**src/verilog/flash_seq_map.svh**
```systemverilog
// Constants of the serial flash command sequencer
// What this block does
// - Fast read: command, 24-bit address, dummy byte in; data out on falling edges.
// - Read address increments after each byte and wraps to zero past the top.
// - Raising select during data output stops the output driver at once.
// - Fast read is rejected while a program or erase cycle runs.
// - Programming only clears bits; only erase sets them back to one.
// - Program and erase need the write latch flag set by write-enable.
// - Program data past the page end wraps to the same page start.
// - Over 256 bytes keeps the last 256; fewer leave other bytes untouched.
// - Program runs only if select rises right after a whole data byte.
// - Valid program or erase starts a timed busy cycle; write latch clears early.
// - No program into a page protected by the protect-level bits.
// - Sector erase: command plus address, select rises after last address byte.
// - No sector erase of a protected sector.
// - Bulk erase is the command byte alone, select rising right after it.
// - Bulk erase only when both protect-level bits are zero.
// - In deep power-down only the release command is obeyed; it wakes the device.
// - Deep power-down is entered after the entry delay once select rises.
// - Deep power-down command is rejected while a program or erase cycle runs.
// - Release: command, three dummy bytes, then signature repeated on falling edges.
// - Leaving power-down takes the early or late release delay.
`ifndef FLASH_SEQ_MAP_SVH
`define FLASH_SEQ_MAP_SVH
`define CLK_PERIOD_NS 25
`define NS_PER_US 1000
`define CMD_WREN 8'hA1
`define CMD_WRDI 8'hA2
`define CMD_FREAD 8'hA3
`define CMD_PROG 8'hA4
`define CMD_SERASE 8'hA5
`define CMD_BERASE 8'hA6
`define CMD_PDOWN 8'hA7
`define CMD_RELEASE 8'hA8
`define ADDR_W 18
`define TMR_W 28
`define PTMR_W 12
`define PDOWN_DELAY_US 3
`define REL_EARLY_US 3
`define REL_LATE_US 2
`define PDOWN_CYC 12'(((`PDOWN_DELAY_US * `NS_PER_US) + `CLK_PERIOD_NS - 1) / `CLK_PERIOD_NS)
`define REL_EARLY_CYC 12'(((`REL_EARLY_US * `NS_PER_US) + `CLK_PERIOD_NS - 1) / `CLK_PERIOD_NS)
`define REL_LATE_CYC 12'(((`REL_LATE_US * `NS_PER_US) + `CLK_PERIOD_NS - 1) / `CLK_PERIOD_NS)
`endif

```
**src/verilog/flash_seq_pkg.sv**
```systemverilog
// Types of the serial flash command sequencer
package flash_seq_pkg;
   typedef enum logic [9:0] {
      S_IDLE = 10'h001, S_CMD = 10'h002, S_ADDR = 10'h004, S_DUMMY = 10'h008, S_READ = 10'h010,
      S_PDATA = 10'h020, S_RDUM = 10'h040, S_SIG = 10'h080, S_HOLD = 10'h100, S_SKIP = 10'h200
   } frame_st_t;
   typedef enum logic [3:0] {OP_IDLE = 4'h1, OP_PROG = 4'h2, OP_SERASE = 4'h4, OP_BERASE = 4'h8} op_t;
   typedef enum logic [3:0] {PW_STBY = 4'h1, PW_ENTER = 4'h2, PW_DOWN = 4'h4, PW_LEAVE = 4'h8} pwr_t;
endpackage

```
**src/verilog/serial_flash_cmd_sequencer.sv**
```systemverilog
// Command sequencer of a serial flash: frame decode, page buffer, timed cycles
`timescale 1ns/100ps
`include "flash_seq_map.svh"
module serial_flash_cmd_sequencer
   import flash_seq_pkg::*;
#(
   parameter int unsigned PROG_TIME_US = 1000,
   parameter int unsigned SERASE_TIME_US = 1000000,
   parameter int unsigned BERASE_TIME_US = 4000000,
   parameter logic [7:0] SIGNATURE = 8'h5A // Arbitrary value
)(
   input wire logic SYS_CLK,
   input wire logic RESET,
   input wire logic SEL_N,
   input wire logic SCLK,
   input wire logic SERIAL_IN,
   output logic SERIAL_OUT,
   output logic SERIAL_OUT_OE,
   input wire logic PROTECT_LEVEL_HI,
   input wire logic PROTECT_LEVEL_LO,
   output logic BUSY_FLAG,
   output logic WRITE_LATCH_FLAG,
   output logic POWERED_DOWN,
   output logic [17:0] MEM_ADDR,
   input wire logic [7:0] MEM_RDATA,
   output logic MEM_WE,
   output logic [7:0] MEM_WDATA,
   output logic MEM_SECTOR_ERASE,
   output logic MEM_BULK_ERASE
);
   localparam longint PROG_CYC = (longint'(PROG_TIME_US) * `NS_PER_US + `CLK_PERIOD_NS - 1) / `CLK_PERIOD_NS;
   localparam longint SE_CYC = (longint'(SERASE_TIME_US) * `NS_PER_US + `CLK_PERIOD_NS - 1) / `CLK_PERIOD_NS;
   localparam longint BE_CYC = (longint'(BERASE_TIME_US) * `NS_PER_US + `CLK_PERIOD_NS - 1) / `CLK_PERIOD_NS;

   logic [2:0] sel_q, clk_q;
   logic [1:0] din_q;
   frame_st_t st_q;
   op_t op_q;
   pwr_t pw_q;
   logic [2:0] bit_q, obit_q;
   logic [1:0] nb_q;
   logic [7:0] sh_q, kind_q, osh_q;
   logic [`ADDR_W-1:0] addr_q, wa_q;
   logic got_q, rel_q, wel_q, sigd_q, out_q, oe_q;
   logic [7:0] pbuf_q [256];
   logic [255:0] pval_q;
   logic [`TMR_W-1:0] tmr_q;
   logic [`PTMR_W-1:0] ptmr_q;
   logic [8:0] idx_q;
   logic [1:0] ph_q;
   logic [9:0] page_q;
   logic we_q, serase_q, berase_q;
   logic [7:0] wdata_q;

   logic active, rise, fall, sel_rise, byte_done, busy, pdown, start_op;
   logic exec_pp, exec_se, exec_be, exec_dp, exec_wren, exec_wrdi, rel_go;
   logic [7:0] byte_in;
   logic [1:0] bp;

   function automatic logic prot(input logic [1:0] lvl, input logic [1:0] sec);
      prot = (lvl == 2'h3) || (lvl == 2'h2 && sec[1]) || (lvl == 2'h1 && sec == 2'h3);
   endfunction

   // Pins are asynchronous to SYS_CLK; stage 0 feeds only stage 1
   always_ff @(posedge SYS_CLK)
   begin
      if (RESET)
      begin
         sel_q <= 3'h7;
         clk_q <= 3'h0;
         din_q <= 2'h0;
      end
      else
      begin
         sel_q <= {sel_q[1:0], SEL_N};
         clk_q <= {clk_q[1:0], SCLK};
         din_q <= {din_q[0], SERIAL_IN};
      end
   end

   assign bp = {PROTECT_LEVEL_HI, PROTECT_LEVEL_LO};
   assign active = ~sel_q[1];
   assign sel_rise = sel_q[1] & ~sel_q[2];
   assign rise = active & clk_q[1] & ~clk_q[2];
   assign fall = active & ~clk_q[1] & clk_q[2];
   assign byte_in = {sh_q[6:0], din_q[1]};
   assign byte_done = rise && bit_q == 3'h7;
   assign busy = op_q != OP_IDLE;
   assign pdown = pw_q != PW_STBY;

   // Commands other than release act only when select rises on a byte boundary of the right byte
   assign exec_pp = sel_rise && st_q == S_PDATA && bit_q == 3'h0 && got_q
                    && !prot(bp, addr_q[17:16]);
   assign exec_se = sel_rise && st_q == S_HOLD && kind_q == `CMD_SERASE && !prot(bp, addr_q[17:16]);
   assign exec_be = sel_rise && st_q == S_HOLD && kind_q == `CMD_BERASE && bp == 2'h0;
   assign exec_dp = sel_rise && st_q == S_HOLD && kind_q == `CMD_PDOWN;
   assign exec_wren = sel_rise && st_q == S_HOLD && kind_q == `CMD_WREN;
   assign exec_wrdi = sel_rise && st_q == S_HOLD && kind_q == `CMD_WRDI;
   assign rel_go = sel_rise && rel_q;
   assign start_op = exec_pp || exec_se || exec_be;

   always_ff @(posedge SYS_CLK)
   begin
      if (RESET || !active)
      begin
         st_q <= S_IDLE;
         bit_q <= 3'h0;
         nb_q <= 2'h0;
         got_q <= 1'b0;
         rel_q <= 1'b0;
      end
      else if (st_q == S_IDLE)
         st_q <= S_CMD;
      else if (rise)
      begin
         sh_q <= byte_in;
         bit_q <= bit_q + 3'h1;
         if (st_q == S_HOLD)
            st_q <= S_SKIP;
         else if (byte_done)
         begin
            unique case (st_q)
               S_CMD:
               begin
                  kind_q <= byte_in;
                  nb_q <= 2'h0;
                  if (byte_in == `CMD_RELEASE)
                  begin
                     rel_q <= !busy;
                     st_q <= busy ? S_SKIP : S_RDUM;
                  end
                  else if (pdown || busy)
                     st_q <= S_SKIP;
                  else if (byte_in == `CMD_FREAD)
                     st_q <= S_ADDR;
                  else if (byte_in == `CMD_PROG || byte_in == `CMD_SERASE)
                     st_q <= wel_q ? S_ADDR : S_SKIP;
                  else if (byte_in == `CMD_BERASE)
                     st_q <= wel_q ? S_HOLD : S_SKIP;
                  else if (byte_in == `CMD_PDOWN || byte_in == `CMD_WREN || byte_in == `CMD_WRDI)
                     st_q <= S_HOLD;
                  else
                     st_q <= S_SKIP;
               end
               S_ADDR:
               begin
                  addr_q <= {addr_q[9:0], byte_in};
                  nb_q <= nb_q + 2'h1;
                  if (nb_q == 2'h2)
                     st_q <= kind_q == `CMD_FREAD ? S_DUMMY : kind_q == `CMD_PROG ? S_PDATA : S_HOLD;
               end
               S_DUMMY:
                  st_q <= S_READ;
               S_PDATA:
               begin
                  got_q <= 1'b1;
                  addr_q[7:0] <= addr_q[7:0] + 8'h01;
               end
               S_RDUM:
               begin
                  nb_q <= nb_q + 2'h1;
                  if (nb_q == 2'h2)
                     st_q <= S_SIG;
               end
               S_READ, S_SIG, S_SKIP, S_IDLE, S_HOLD: ;
               default: st_q <= S_SKIP;
            endcase
         end
      end
      else if (fall && st_q == S_READ && obit_q == 3'h0)
         addr_q <= addr_q + 18'h00001;
   end

   // Page buffer keeps the newest byte per position
   always_ff @(posedge SYS_CLK)
   begin
      if (RESET || (byte_done && st_q == S_ADDR && nb_q == 2'h2))
         pval_q <= '0;
      else if (byte_done && st_q == S_PDATA)
      begin
         pbuf_q[addr_q[7:0]] <= byte_in;
         pval_q[addr_q[7:0]] <= 1'b1;
      end
   end

   // Output shifter; enable drops as soon as select is seen high
   always_ff @(posedge SYS_CLK)
   begin
      if (RESET || !active)
      begin
         obit_q <= 3'h0;
         out_q <= 1'b0;
         oe_q <= 1'b0;
         if (RESET || st_q == S_IDLE)
            sigd_q <= 1'b0;
      end
      else if (fall && (st_q == S_READ || st_q == S_SIG))
      begin
         oe_q <= 1'b1;
         obit_q <= obit_q + 3'h1;
         if (obit_q == 3'h0)
         begin
            out_q <= st_q == S_READ ? MEM_RDATA[7] : SIGNATURE[7];
            osh_q <= st_q == S_READ ? {MEM_RDATA[6:0], 1'b0} : {SIGNATURE[6:0], 1'b0};
         end
         else
         begin
            out_q <= osh_q[7];
            osh_q <= {osh_q[6:0], 1'b0};
         end
         if (st_q == S_SIG && obit_q == 3'h7)
            sigd_q <= 1'b1;
      end
   end

   always_ff @(posedge SYS_CLK)
   begin
      if (RESET || start_op || exec_wrdi)
         wel_q <= 1'b0;
      else if (exec_wren)
         wel_q <= 1'b1;
   end

   // Self-timed cycle; the read-modify-write keeps stored zeros
   always_ff @(posedge SYS_CLK)
   begin
      we_q <= 1'b0;
      serase_q <= 1'b0;
      berase_q <= 1'b0;
      if (RESET)
      begin
         op_q <= OP_IDLE;
         tmr_q <= '0;
         idx_q <= 9'h000;
         ph_q <= 2'h0;
      end
      else if (!busy)
      begin
         page_q <= addr_q[17:8];
         wa_q <= addr_q;
         idx_q <= 9'h000;
         ph_q <= 2'h0;
         if (exec_pp)
         begin
            op_q <= OP_PROG;
            tmr_q <= `TMR_W'(PROG_CYC);
         end
         else if (exec_se)
         begin
            op_q <= OP_SERASE;
            tmr_q <= `TMR_W'(SE_CYC);
            serase_q <= 1'b1;
         end
         else if (exec_be)
         begin
            op_q <= OP_BERASE;
            tmr_q <= `TMR_W'(BE_CYC);
            berase_q <= 1'b1;
         end
      end
      else
      begin
         if (tmr_q != '0)
            tmr_q <= tmr_q - `TMR_W'(1);
         else if (op_q != OP_PROG || idx_q[8])
            op_q <= OP_IDLE;
         if (op_q == OP_PROG && !idx_q[8])
         begin
            if (!pval_q[idx_q[7:0]])
               idx_q <= idx_q + 9'h001;
            else if (ph_q == 2'h0)
            begin
               wa_q <= {page_q, idx_q[7:0]};
               ph_q <= 2'h1;
            end
            else if (ph_q == 2'h1)
               ph_q <= 2'h2;
            else
            begin
               we_q <= 1'b1;
               wdata_q <= MEM_RDATA & pbuf_q[idx_q[7:0]];
               ph_q <= 2'h0;
               idx_q <= idx_q + 9'h001;
            end
         end
      end
   end

   // Deep power-down entry and release timing
   always_ff @(posedge SYS_CLK)
   begin
      if (RESET)
      begin
         pw_q <= PW_STBY;
         ptmr_q <= '0;
      end
      else if (exec_dp)
      begin
         pw_q <= PW_ENTER;
         ptmr_q <= `PDOWN_CYC;
      end
      else if (rel_go && pdown)
      begin
         pw_q <= PW_LEAVE;
         ptmr_q <= sigd_q ? `REL_LATE_CYC : `REL_EARLY_CYC;
      end
      else if (pw_q == PW_ENTER || pw_q == PW_LEAVE)
      begin
         if (ptmr_q > `PTMR_W'(1))
            ptmr_q <= ptmr_q - `PTMR_W'(1);
         else
            pw_q <= pw_q == PW_ENTER ? PW_DOWN : PW_STBY;
      end
   end

   assign SERIAL_OUT = out_q;
   assign SERIAL_OUT_OE = oe_q;
   assign BUSY_FLAG = busy;
   assign WRITE_LATCH_FLAG = wel_q;
   assign POWERED_DOWN = pdown;
   assign MEM_ADDR = busy ? wa_q : addr_q;
   assign MEM_WE = we_q;
   assign MEM_WDATA = wdata_q;
   assign MEM_SECTOR_ERASE = serase_q;
   assign MEM_BULK_ERASE = berase_q;

   a_read_reject: assert property (@(posedge SYS_CLK) disable iff (RESET)
      (byte_done && st_q == S_CMD && busy && byte_in == `CMD_FREAD) |=> st_q == S_SKIP)
      else $error("fast read accepted while busy");
   a_pdown_reject: assert property (@(posedge SYS_CLK) disable iff (RESET)
      (byte_done && st_q == S_CMD && busy && byte_in == `CMD_PDOWN) |=> st_q == S_SKIP ##1 !exec_dp[*2])
      else $error("power-down accepted while busy");
   a_pdown_ignore: assert property (@(posedge SYS_CLK) disable iff (RESET)
      (byte_done && st_q == S_CMD && pdown && byte_in != `CMD_RELEASE) |=> st_q == S_SKIP)
      else $error("command obeyed in power-down");
   a_prog_clear: assert property (@(posedge SYS_CLK) disable iff (RESET)
      MEM_WE |-> (MEM_WDATA & ~MEM_RDATA) == 8'h00)
      else $error("program sets a bit");
   a_latch_drop: assert property (@(posedge SYS_CLK) disable iff (RESET)
      $rose(BUSY_FLAG) |-> !WRITE_LATCH_FLAG ##0 $past(WRITE_LATCH_FLAG))
      else $error("busy without write latch");
   a_bulk_prot: assert property (@(posedge SYS_CLK) disable iff (RESET)
      MEM_BULK_ERASE |-> $past(bp) == 2'h0 && op_q == OP_BERASE)
      else $error("bulk erase under protection");
   a_sector_prot: assert property (@(posedge SYS_CLK) disable iff (RESET)
      MEM_SECTOR_ERASE |-> !prot($past(bp), MEM_ADDR[17:16]))
      else $error("protected sector erased");
   a_out_stop: assert property (@(posedge SYS_CLK) disable iff (RESET)
      $rose(sel_q[1]) |=> !SERIAL_OUT_OE)
      else $error("output driven after deselect");
   a_read_wrap: assert property (@(posedge SYS_CLK) disable iff (RESET)
      (fall && st_q == S_READ && obit_q == 3'h0 && addr_q == 18'h3FFFF) |=> addr_q == 18'h00000)
      else $error("read address did not wrap");
   a_page_wrap: assert property (@(posedge SYS_CLK) disable iff (RESET)
      (byte_done && st_q == S_PDATA) |=> addr_q[17:8] == $past(addr_q[17:8]))
      else $error("program left its page");
endmodule

```
**config.mk**
```make
export PLATFORM = sky130hd
export DESIGN_NAME = serial_flash_cmd_sequencer
export DESIGN_NICKNAME = d
export VERILOG_FILES = /design/src/verilog/flash_seq_pkg.sv /design/src/verilog/serial_flash_cmd_sequencer.sv
export VERILOG_INCLUDE_DIRS = /design/src /design/src/verilog
export SDC_FILE = /design/constraint.sdc
export NUM_CORES = 2
export LEC_CHECK = 0
export BUFFER_PORTS_ARGS = -buffer_cell sky130_fd_sc_hd__buf_2
export CAP_MARGIN = 20
export CORE_MARGIN = 1
export CORE_UTILIZATION = 60
export CTS_CLUSTER_SIZE = 24
export DETAILED_ROUTE_END_ITERATION = 6
export GPL_TIMING_DRIVEN = 0
export PLACE_DENSITY = 0.72
export SLEW_MARGIN = 5
export SYNTH_ARGS = -nofsm -noshare
export SYNTH_HDL_FRONTEND = slang
export SYNTH_SLANG_ARGS = --single-unit
```
**constraint.sdc**
```tcl
create_clock -name SYS_CLK -period 7.4 [get_ports SYS_CLK]
set_input_delay 1.48 -clock SYS_CLK [delete_from_list [all_inputs] [get_ports SYS_CLK]]
set_output_delay 1.48 -clock SYS_CLK [all_outputs]
set_load 0.01 [all_outputs]
```
=== Word level (Yosys, flattened, before mapping) ===
Memories as Yosys holds them, arrays and structs flattened. A register that Yosys moved wholly into a read port is not among the register bits.
Cells that the tools add are included.

* Equal/unequal tests: 60
* Add/sub/neg operators: 8
* Bitwise logic cells: 21
* Reduce and logical (&&, ||, !) cells: 95
* $lt $le $gt $ge: 4
* Mux-type cells: 76

{| class="wikitable"
|+ Operators by type and width
! cell !! number
|-
| 256-bit OR || 1
|-
| 18-bit two-way mux || 9
|-
| 10-bit two-way mux || 14
|-
| 28-bit two-way mux || 5
|-
| 8-bit == test (second input constant) || 15
|-
| 10-bit one-hot mux with 5 select lines || 1
|-
| 9-bit two-way mux || 5
|-
| 12-bit two-way mux || 3
|-
| 4-bit two-way mux || 9
|-
| 8-bit two-way mux || 4
|-
| 6-bit AND reduction || 5
|-
| 28-bit nonzero test || 1
|-
| 28-bit by 1-bit subtractor with 28-bit output (second input constant) || 1
|-
| 1-bit logical AND || 26
|-
| 2-bit AND reduction || 10
|-
| 5-bit AND reduction || 4
|-
| 18-bit by 1-bit adder with 18-bit output (second input constant) || 1
|-
| 8-bit by 9-bit < comparator with 1-bit output (second input constant) || 2
|-
| 2-bit by 1-bit != test with 1-bit output (second input constant) || 9
|-
| 1-bit logical OR || 16
|-
| 8-bit one-hot mux with 2 select lines || 1
|-
| 2-bit nonzero test || 8
|-
| 1-bit two-way mux || 14
|-
| 1-bit inverter || 14
|-
| other kinds (50) || 86
|}

* Memories: 1
* Logic and storage cells: 301
* Register bits after elaboration: 427
* Memory bits (writable): 2048
* Input bits: 15

{| class="wikitable"
|+ Memory list
! name !! words !! width !! rd ports !! clocked after Yosys merged registers in !! write ports !! line !! RTL
|-
| pbuf_q || 256 || 8 || 1 || 1 || 1 || serial_flash_cmd_sequencer.sv:45 || <nowiki>logic [7:0] pbuf_q [256];</nowiki>
|}

=== Longest topological paths before layout ===
* Depth after elaboration: 14
* Depth in mapped cells: 13
* Mapped depth without buffers: 10

=== Worst setup path after synthesis ===
OpenSTA, ideal clock, no wires.

* Path type: register to register
* Start: register sh_q[6]
* End: register st_q[9]
* Buffers on the path: 0
* Cell stages (with the launch flop): 7
* Library setup time: 131 ps
* Slack: 2478 ps
* Data arrival time: 4792 ps
* Required time: 7269 ps
* Path through: edfxtp_1 > nor4bb_1 > nor3b_1 > a32o_1 > a21oi_1 > a311oi_1 > a211oi_1

* Cells in the longest elaborated chain, start to end: 12

{| class="wikitable"
|+ RTL lines
! element !! line !! RTL
|-
| start: declaration || serial_flash_cmd_sequencer.sv:42 || <nowiki>logic [7:0] sh_q, kind_q, osh_q;</nowiki>
|-
| start signal: assignment || serial_flash_cmd_sequencer.sv:116 || <nowiki>sh_q <= byte_in;</nowiki>
|-
| 8-bit == test (no source line) || -- ||
|-
| 1-bit logical OR (no source line) (2 in series) || -- ||
|-
| 10-bit two-way mux || serial_flash_cmd_sequencer.sv:140 || <nowiki>else if (byte_in == `CMD_PDOWN || byte_in == `CMD_WREN || byte_in == `CMD_WRDI)</nowiki>
|-
| 10-bit two-way mux || serial_flash_cmd_sequencer.sv:138 || <nowiki>else if (byte_in == `CMD_BERASE)</nowiki>
|-
| 10-bit two-way mux || serial_flash_cmd_sequencer.sv:136 || <nowiki>else if (byte_in == `CMD_PROG || byte_in == `CMD_SERASE)</nowiki>
|-
| 10-bit two-way mux || serial_flash_cmd_sequencer.sv:134 || <nowiki>else if (byte_in == `CMD_FREAD)</nowiki>
|-
| 10-bit two-way mux || serial_flash_cmd_sequencer.sv:132 || <nowiki>else if (pdown || busy)</nowiki>
|-
| 10-bit two-way mux (*) || serial_flash_cmd_sequencer.sv:127 || <nowiki>if (byte_in == `CMD_RELEASE)</nowiki>
|-
| 10-bit one-hot mux with 5 select lines (*) || serial_flash_cmd_sequencer.sv:122 || <nowiki>unique case (st_q)</nowiki>
|-
| 10-bit two-way mux (*) || serial_flash_cmd_sequencer.sv:120 || <nowiki>else if (byte_done)</nowiki>
|-
| 10-bit two-way mux (*) || serial_flash_cmd_sequencer.sv:118 || <nowiki>if (st_q == S_HOLD)</nowiki>
|-
| end signal: assignment || serial_flash_cmd_sequencer.sv:130 || <nowiki>st_q <= busy ? S_SKIP : S_RDUM;</nowiki>
|-
| end signal: assignment || serial_flash_cmd_sequencer.sv:137 || <nowiki>st_q <= wel_q ? S_ADDR : S_SKIP;</nowiki>
|-
| end signal: assignment || serial_flash_cmd_sequencer.sv:139 || <nowiki>st_q <= wel_q ? S_HOLD : S_SKIP;</nowiki>
|-
| end: declaration || serial_flash_cmd_sequencer.sv:37 || <nowiki>frame_st_t st_q;</nowiki>
|}

Every way passes the cells marked *; elsewhere a longest branch is shown, timed or not. The select of a mux whose other input is x is not followed.
A chain may end at the register's enable or synchronous reset.

==> flow_summary.yaml <==
synthesis:
  syn_nets: 5194
  post_synthesis_compound_gate_area_fraction_pct: 2.84
  synthArstFlopShare_pct: 0
  syn_area_per_cell_um2: 18.8
  mux_cell_area_share_after_synthesis_pct: 17.5
  ys_seq_elements: 2482
  yosys.area_share.xor_xnor_pct: 0.325
  combinational_family_with_the_most_area_after_synthesis: "multiplexers"
  ys_types: 85
  synthesized_netlist_cell_count: 5164
  ys_dominant_reg_cell: "sky130_fd_sc_hd__edfxtp_1"
  synth_enable_flop_cells: 2125
  synth-warning-count: 0
  synth_sequential_area_ratio_pct: 73.1
  synth_area_um2: 97100
  synth_simple_gate_area_share_pct: 4.49
  yosys.area_share.adder_pct: 0.193
critical_path:
  worst_ep_arrival_time_ps: 6010
  critical_path.max_fanout: 10
  worst_setup_path_end_kind: "register"
  timing.reg2reg.setup_slack_ps: 2020
  crit_type: "register to register"
  cp_launch_type: "register"
  ff2ff_path_depth: 9
  worstReg2RegEnd: "MEM_WDATA[3]"
  required_ps: 8030
clock_network:
  cts.reportedPaths.clkPinSlew_ps: 60
  post_cts_setup_buffer_count: 0
  cts_buffer_depth: 3
  clkLatencyLatePin_ps: 880
  numClockSinks: 2482
  clk_root_buffer_cell: "sky130_fd_sc_hd__clkbuf_16"
  post_cts_resize_count: 0
  postCtsHoldBufs: 0
  cts_tree: "done"
  htree_levels: 4
  cts-buffers-inserted: 235
pwr:
  netSwitchingFraction_pct: 21.2
  finalPower_w: 0.0280
  power_internal_w: 0.0220
  p_seq_share_pct: 54.3
  power_density_nw_per_um2: 254
  comb_power_share_pct: 3.6
  vdd_drop_max_mv: 0.283
  pwr-share-clk_pct: 42.2
  cellLeakagePower_nw: 32.8
  power_switching_w: 0.00593
status:
  run_status: "finished, final reports clean"
timing:
  setup_viol_count_final: 0
  worst_pin_slew_ps: 1270
  timing.final.hold_violations: 0
  worst_slew_margin_rel_pct: 15.2
  finalClockSkew_ps: 47.4
  report.final.slew_viol_count: 0
  fin_crit_sh_pct: 72.7
  timing.fmax_mhz: 186
  layout_min_cycle_time_ps: 5380
  rsz0062_at_grt: "false"
  finalSetupTns_ps: 0
route:
  sum_of_routed_wire_length_over_all_layers_um: 259000
  violation_count_after_the_first_detailed_route_iteration: 7988
  route.vias.total: 53200
  detail_route.wl_per_cell_um: 32.7
  drc_errors: 0
  post_drt_via_cell_ratio: 6.72
  first_pass_iters: 6
  antenna_viol_nets_final: 0
finish:
  layout-drive-gt1-share_pct: 23.3
  synthToLayoutAreaGrowth_pct: 13.3
  design.final.nets: 5582
hold_path:
  min_from: "sel_q[0]"
  hold_depth: 1
  worst_hold_path.endpoint: "sel_q[1]"
  hp-class: "register to register"
place:
  placement.io_buffers: 48
  finalWeightedCongestion: 0.926
  dp_hpwl_um: 174000
die:
  num_io_pins: 49
  std_cell_rows: 147
  dieWidth_um: 404
  die_area_um2: 163000
  chipHeight_um: 404
  placeableCoreArea_um2: 161000
  floorplan.initialDensity_pct: 60.5
grt:
  total_grt_usage_pct: 32.0
  grt_pass1_vias: 50800
  globalRoute.totalOverflow: 0
  antenna_violations_before_repair: 21
  grt_max_degree: 76
  grt_pass1_wl_um: 367000
run:
  cap_viol_max_count: 0
==> through the flow <==
step,hold WS [ps],instances,instance area [um2],utilization (%),setup slack (ps)
after detailed placement,410,7466,102000,63.8,1970
after floorplan,389,5164,97100,-,2480
after CTS,417,7903,110000,68.4,2020
after global routing,441,7914,110000,68.5,1960
final,417,7916,110000,68.5,2020
after global placement,395,7372,100000,62.3,-1250
==> registers in the layout, indices dropped and copies added, names as in the netlist, 3 cells and up, named ones only <==
register   flops
op_q           4
kind_q         8
idx_q          9
ptmr_q        12
bit_q          3
obit_q         3
pval_q       256
addr_q        18
sh_q           7
clk_q          3
st_q          10
page_q        10
wa_q          18
MEM_WDATA      8
sel_q          3
tmr_q         28
osh_q          7
pbuf_q      2048
pw_q           4
==> power groups by stage <==
| stage | Clock [W] | Combinational (W) | Sequential (W) |
|---|---|---|---|
| floorplan | 0 | 0.000670 | 0.0155 |
| global placement | 0 | 0.000924 | 0.0155 |
| detailed placement | 0 | 0.000967 | 0.0155 |
| CTS | 0.0118 | 0.000973 | 0.0152 |
| global route | 0.0123 | 0.00107 | 0.0152 |
| finish | 0.0118 | 0.000995 | 0.0152 |
==> cells in the final DEF (no fill, tap or decap), types with 9 or more instances in the layout <==
cell type / synthesis / final
sky130_fd_sc_hd__a21oi_1: 67 / 66
sky130_fd_sc_hd__a31oi_1: 9 / 9
sky130_fd_sc_hd__and2_1: 9 / 9
sky130_fd_sc_hd__and3_1: 9 / 9
sky130_fd_sc_hd__buf_1: 37 / 37
sky130_fd_sc_hd__buf_16: 0 / 75
sky130_fd_sc_hd__buf_2: 59 / 108
sky130_fd_sc_hd__buf_6: 7 / 13
sky130_fd_sc_hd__buf_8: 0 / 16
sky130_fd_sc_hd__bufinv_16: 0 / 18
sky130_fd_sc_hd__clkbuf_1: 243 / 278
sky130_fd_sc_hd__clkbuf_16: 0 / 241
sky130_fd_sc_hd__clkbuf_2: 0 / 19
sky130_fd_sc_hd__clkinv_1: 0 / 60
sky130_fd_sc_hd__clkinv_2: 0 / 38
sky130_fd_sc_hd__dfxtp_1: 357 / 356
sky130_fd_sc_hd__edfxtp_1: 2125 / 2125
sky130_fd_sc_hd__ha_1: 15 / 15
sky130_fd_sc_hd__inv_1: 25 / 25
sky130_fd_sc_hd__mux2_2: 10 / 10
sky130_fd_sc_hd__mux2i_1: 39 / 39
sky130_fd_sc_hd__mux4_2: 730 / 730
sky130_fd_sc_hd__nand2_1: 433 / 433
sky130_fd_sc_hd__nand3_1: 28 / 28
sky130_fd_sc_hd__nand4_1: 14 / 14
sky130_fd_sc_hd__nor2_1: 348 / 348
sky130_fd_sc_hd__nor2b_1: 19 / 19
sky130_fd_sc_hd__nor3_1: 37 / 37
sky130_fd_sc_hd__nor4_1: 14 / 13
sky130_fd_sc_hd__o21ai_0: 298 / 298
sky130_fd_sc_hd__o21ai_1: 19 / 19
sky130_fd_sc_hd__or3_1: 20 / 20
sky130_fd_sc_hd__or4_1: 11 / 11
sky130_fd_sc_hd__xnor2_1: 21 / 21
sky130_fd_sc_hd__xor2_1: 15 / 15
==> final cells by class <==
| class | count | area (um2) |
|---|---|---|
| buffer | 350 | 1490 |
| multi-input combinational | 2306 | 24600 |
| sequential | 2482 | 71000 |
| antenna | 4 | 10.0 |
| timing repair buffer | 151 | 2710 |
| fill | 9945 | 50500 |
| clock buffer | 299 | 6290 |
| clock inverter | 138 | 1200 |
| tap | 2160 | 2700 |
| inverter | 26 | 97.6 |
==> per-layer routing <==
metal  vias up  GRT usage (%)  share of wire (%)
met5         -              0              0.038
met2      3496           47.7                 46
met4        14           11.9                3.9
met1     27700           46.5                 38
met3       500           7.88                 12
li1      21500              -                  -
==> worst max-delay path by stage <==
stage,startpoint,to,slack (ps)
detailed placement,register,MEM_WDATA[3],1970
global route,register,MEM_WDATA[3],1960
finish,register,MEM_WDATA[3],2020
global placement,sh_q[3],st_q[9],-1250
floorplan,sh_q[6],st_q[9],2480
CTS,register,MEM_WDATA[3],2020
==> cell families (layout without fill, tap and decap cells) <==
kind of cell	count (synthesis)	count (layout)
XOR/XNOR	36	36
multiplexers	779	779
AO/OA/AOI/OAI	479	479
other	0	4
AND/OR/NAND/NOR	997	997
flip-flops	2482	2482
adder cells (fa/ha/maj)	15	15
buffers and inverters	376	964
==> critical path, cell delays in order, from the launching register on <==
cell	delay, ps
sky130_fd_sc_hd__dfxtp_1	310
sky130_fd_sc_hd__clkbuf_1	600
sky130_fd_sc_hd__clkbuf_1	700
sky130_fd_sc_hd__buf_1	770
sky130_fd_sc_hd__mux4_2	650
sky130_fd_sc_hd__mux4_2	570
sky130_fd_sc_hd__mux4_2	530
sky130_fd_sc_hd__mux2i_1	510
sky130_fd_sc_hd__nand2_1	280
sky130_fd_sc_hd__o211a_1	200
==> Yosys cell counts, types with 7 or more instances <==
| master | number | area share (%) |
|---|---|---|
| sky130_fd_sc_hd__edfxtp_1 | 2125 | 66 |
| sky130_fd_sc_hd__mux4_2 | 730 | 17 |
| sky130_fd_sc_hd__nand2_1 | 433 | 1.7 |
| sky130_fd_sc_hd__dfxtp_1 | 357 | 7.4 |
| sky130_fd_sc_hd__nor2_1 | 348 | 1.3 |
| sky130_fd_sc_hd__o21ai_0 | 298 | 1.5 |
| sky130_fd_sc_hd__clkbuf_1 | 243 | 0.94 |
| sky130_fd_sc_hd__a21oi_1 | 67 | 0.35 |
| sky130_fd_sc_hd__buf_2 | 59 | 0.30 |
| sky130_fd_sc_hd__mux2i_1 | 39 | 0.40 |
| sky130_fd_sc_hd__buf_1 | 37 | 0.14 |
| sky130_fd_sc_hd__nor3_1 | 37 | 0.19 |
| sky130_fd_sc_hd__nand3_1 | 28 | 0.14 |
| sky130_fd_sc_hd__inv_1 | 25 | 0.097 |
| sky130_fd_sc_hd__xnor2_1 | 21 | 0.19 |
| sky130_fd_sc_hd__or3_1 | 20 | 0.13 |
| sky130_fd_sc_hd__nor2b_1 | 19 | 0.12 |
| sky130_fd_sc_hd__o21ai_1 | 19 | 0.098 |
| sky130_fd_sc_hd__ha_1 | 15 | 0.19 |
| sky130_fd_sc_hd__xor2_1 | 15 | 0.14 |
| sky130_fd_sc_hd__nand4_1 | 14 | 0.090 |
| sky130_fd_sc_hd__nor4_1 | 14 | 0.090 |
| sky130_fd_sc_hd__or4_1 | 11 | 0.085 |
| sky130_fd_sc_hd__mux2_2 | 10 | 0.12 |
| sky130_fd_sc_hd__a31oi_1 | 9 | 0.058 |
| sky130_fd_sc_hd__and2_1 | 9 | 0.058 |
| sky130_fd_sc_hd__and3_1 | 9 | 0.058 |
| sky130_fd_sc_hd__a211oi_1 | 8 | 0.062 |
| sky130_fd_sc_hd__o211a_1 | 8 | 0.082 |
| sky130_fd_sc_hd__a22oi_1 | 7 | 0.054 |
| sky130_fd_sc_hd__buf_6 | 7 | 0.081 |
| sky130_fd_sc_hd__or2_2 | 7 | 0.045 |
No activity file was read; power rests on OpenSTA's default activity.
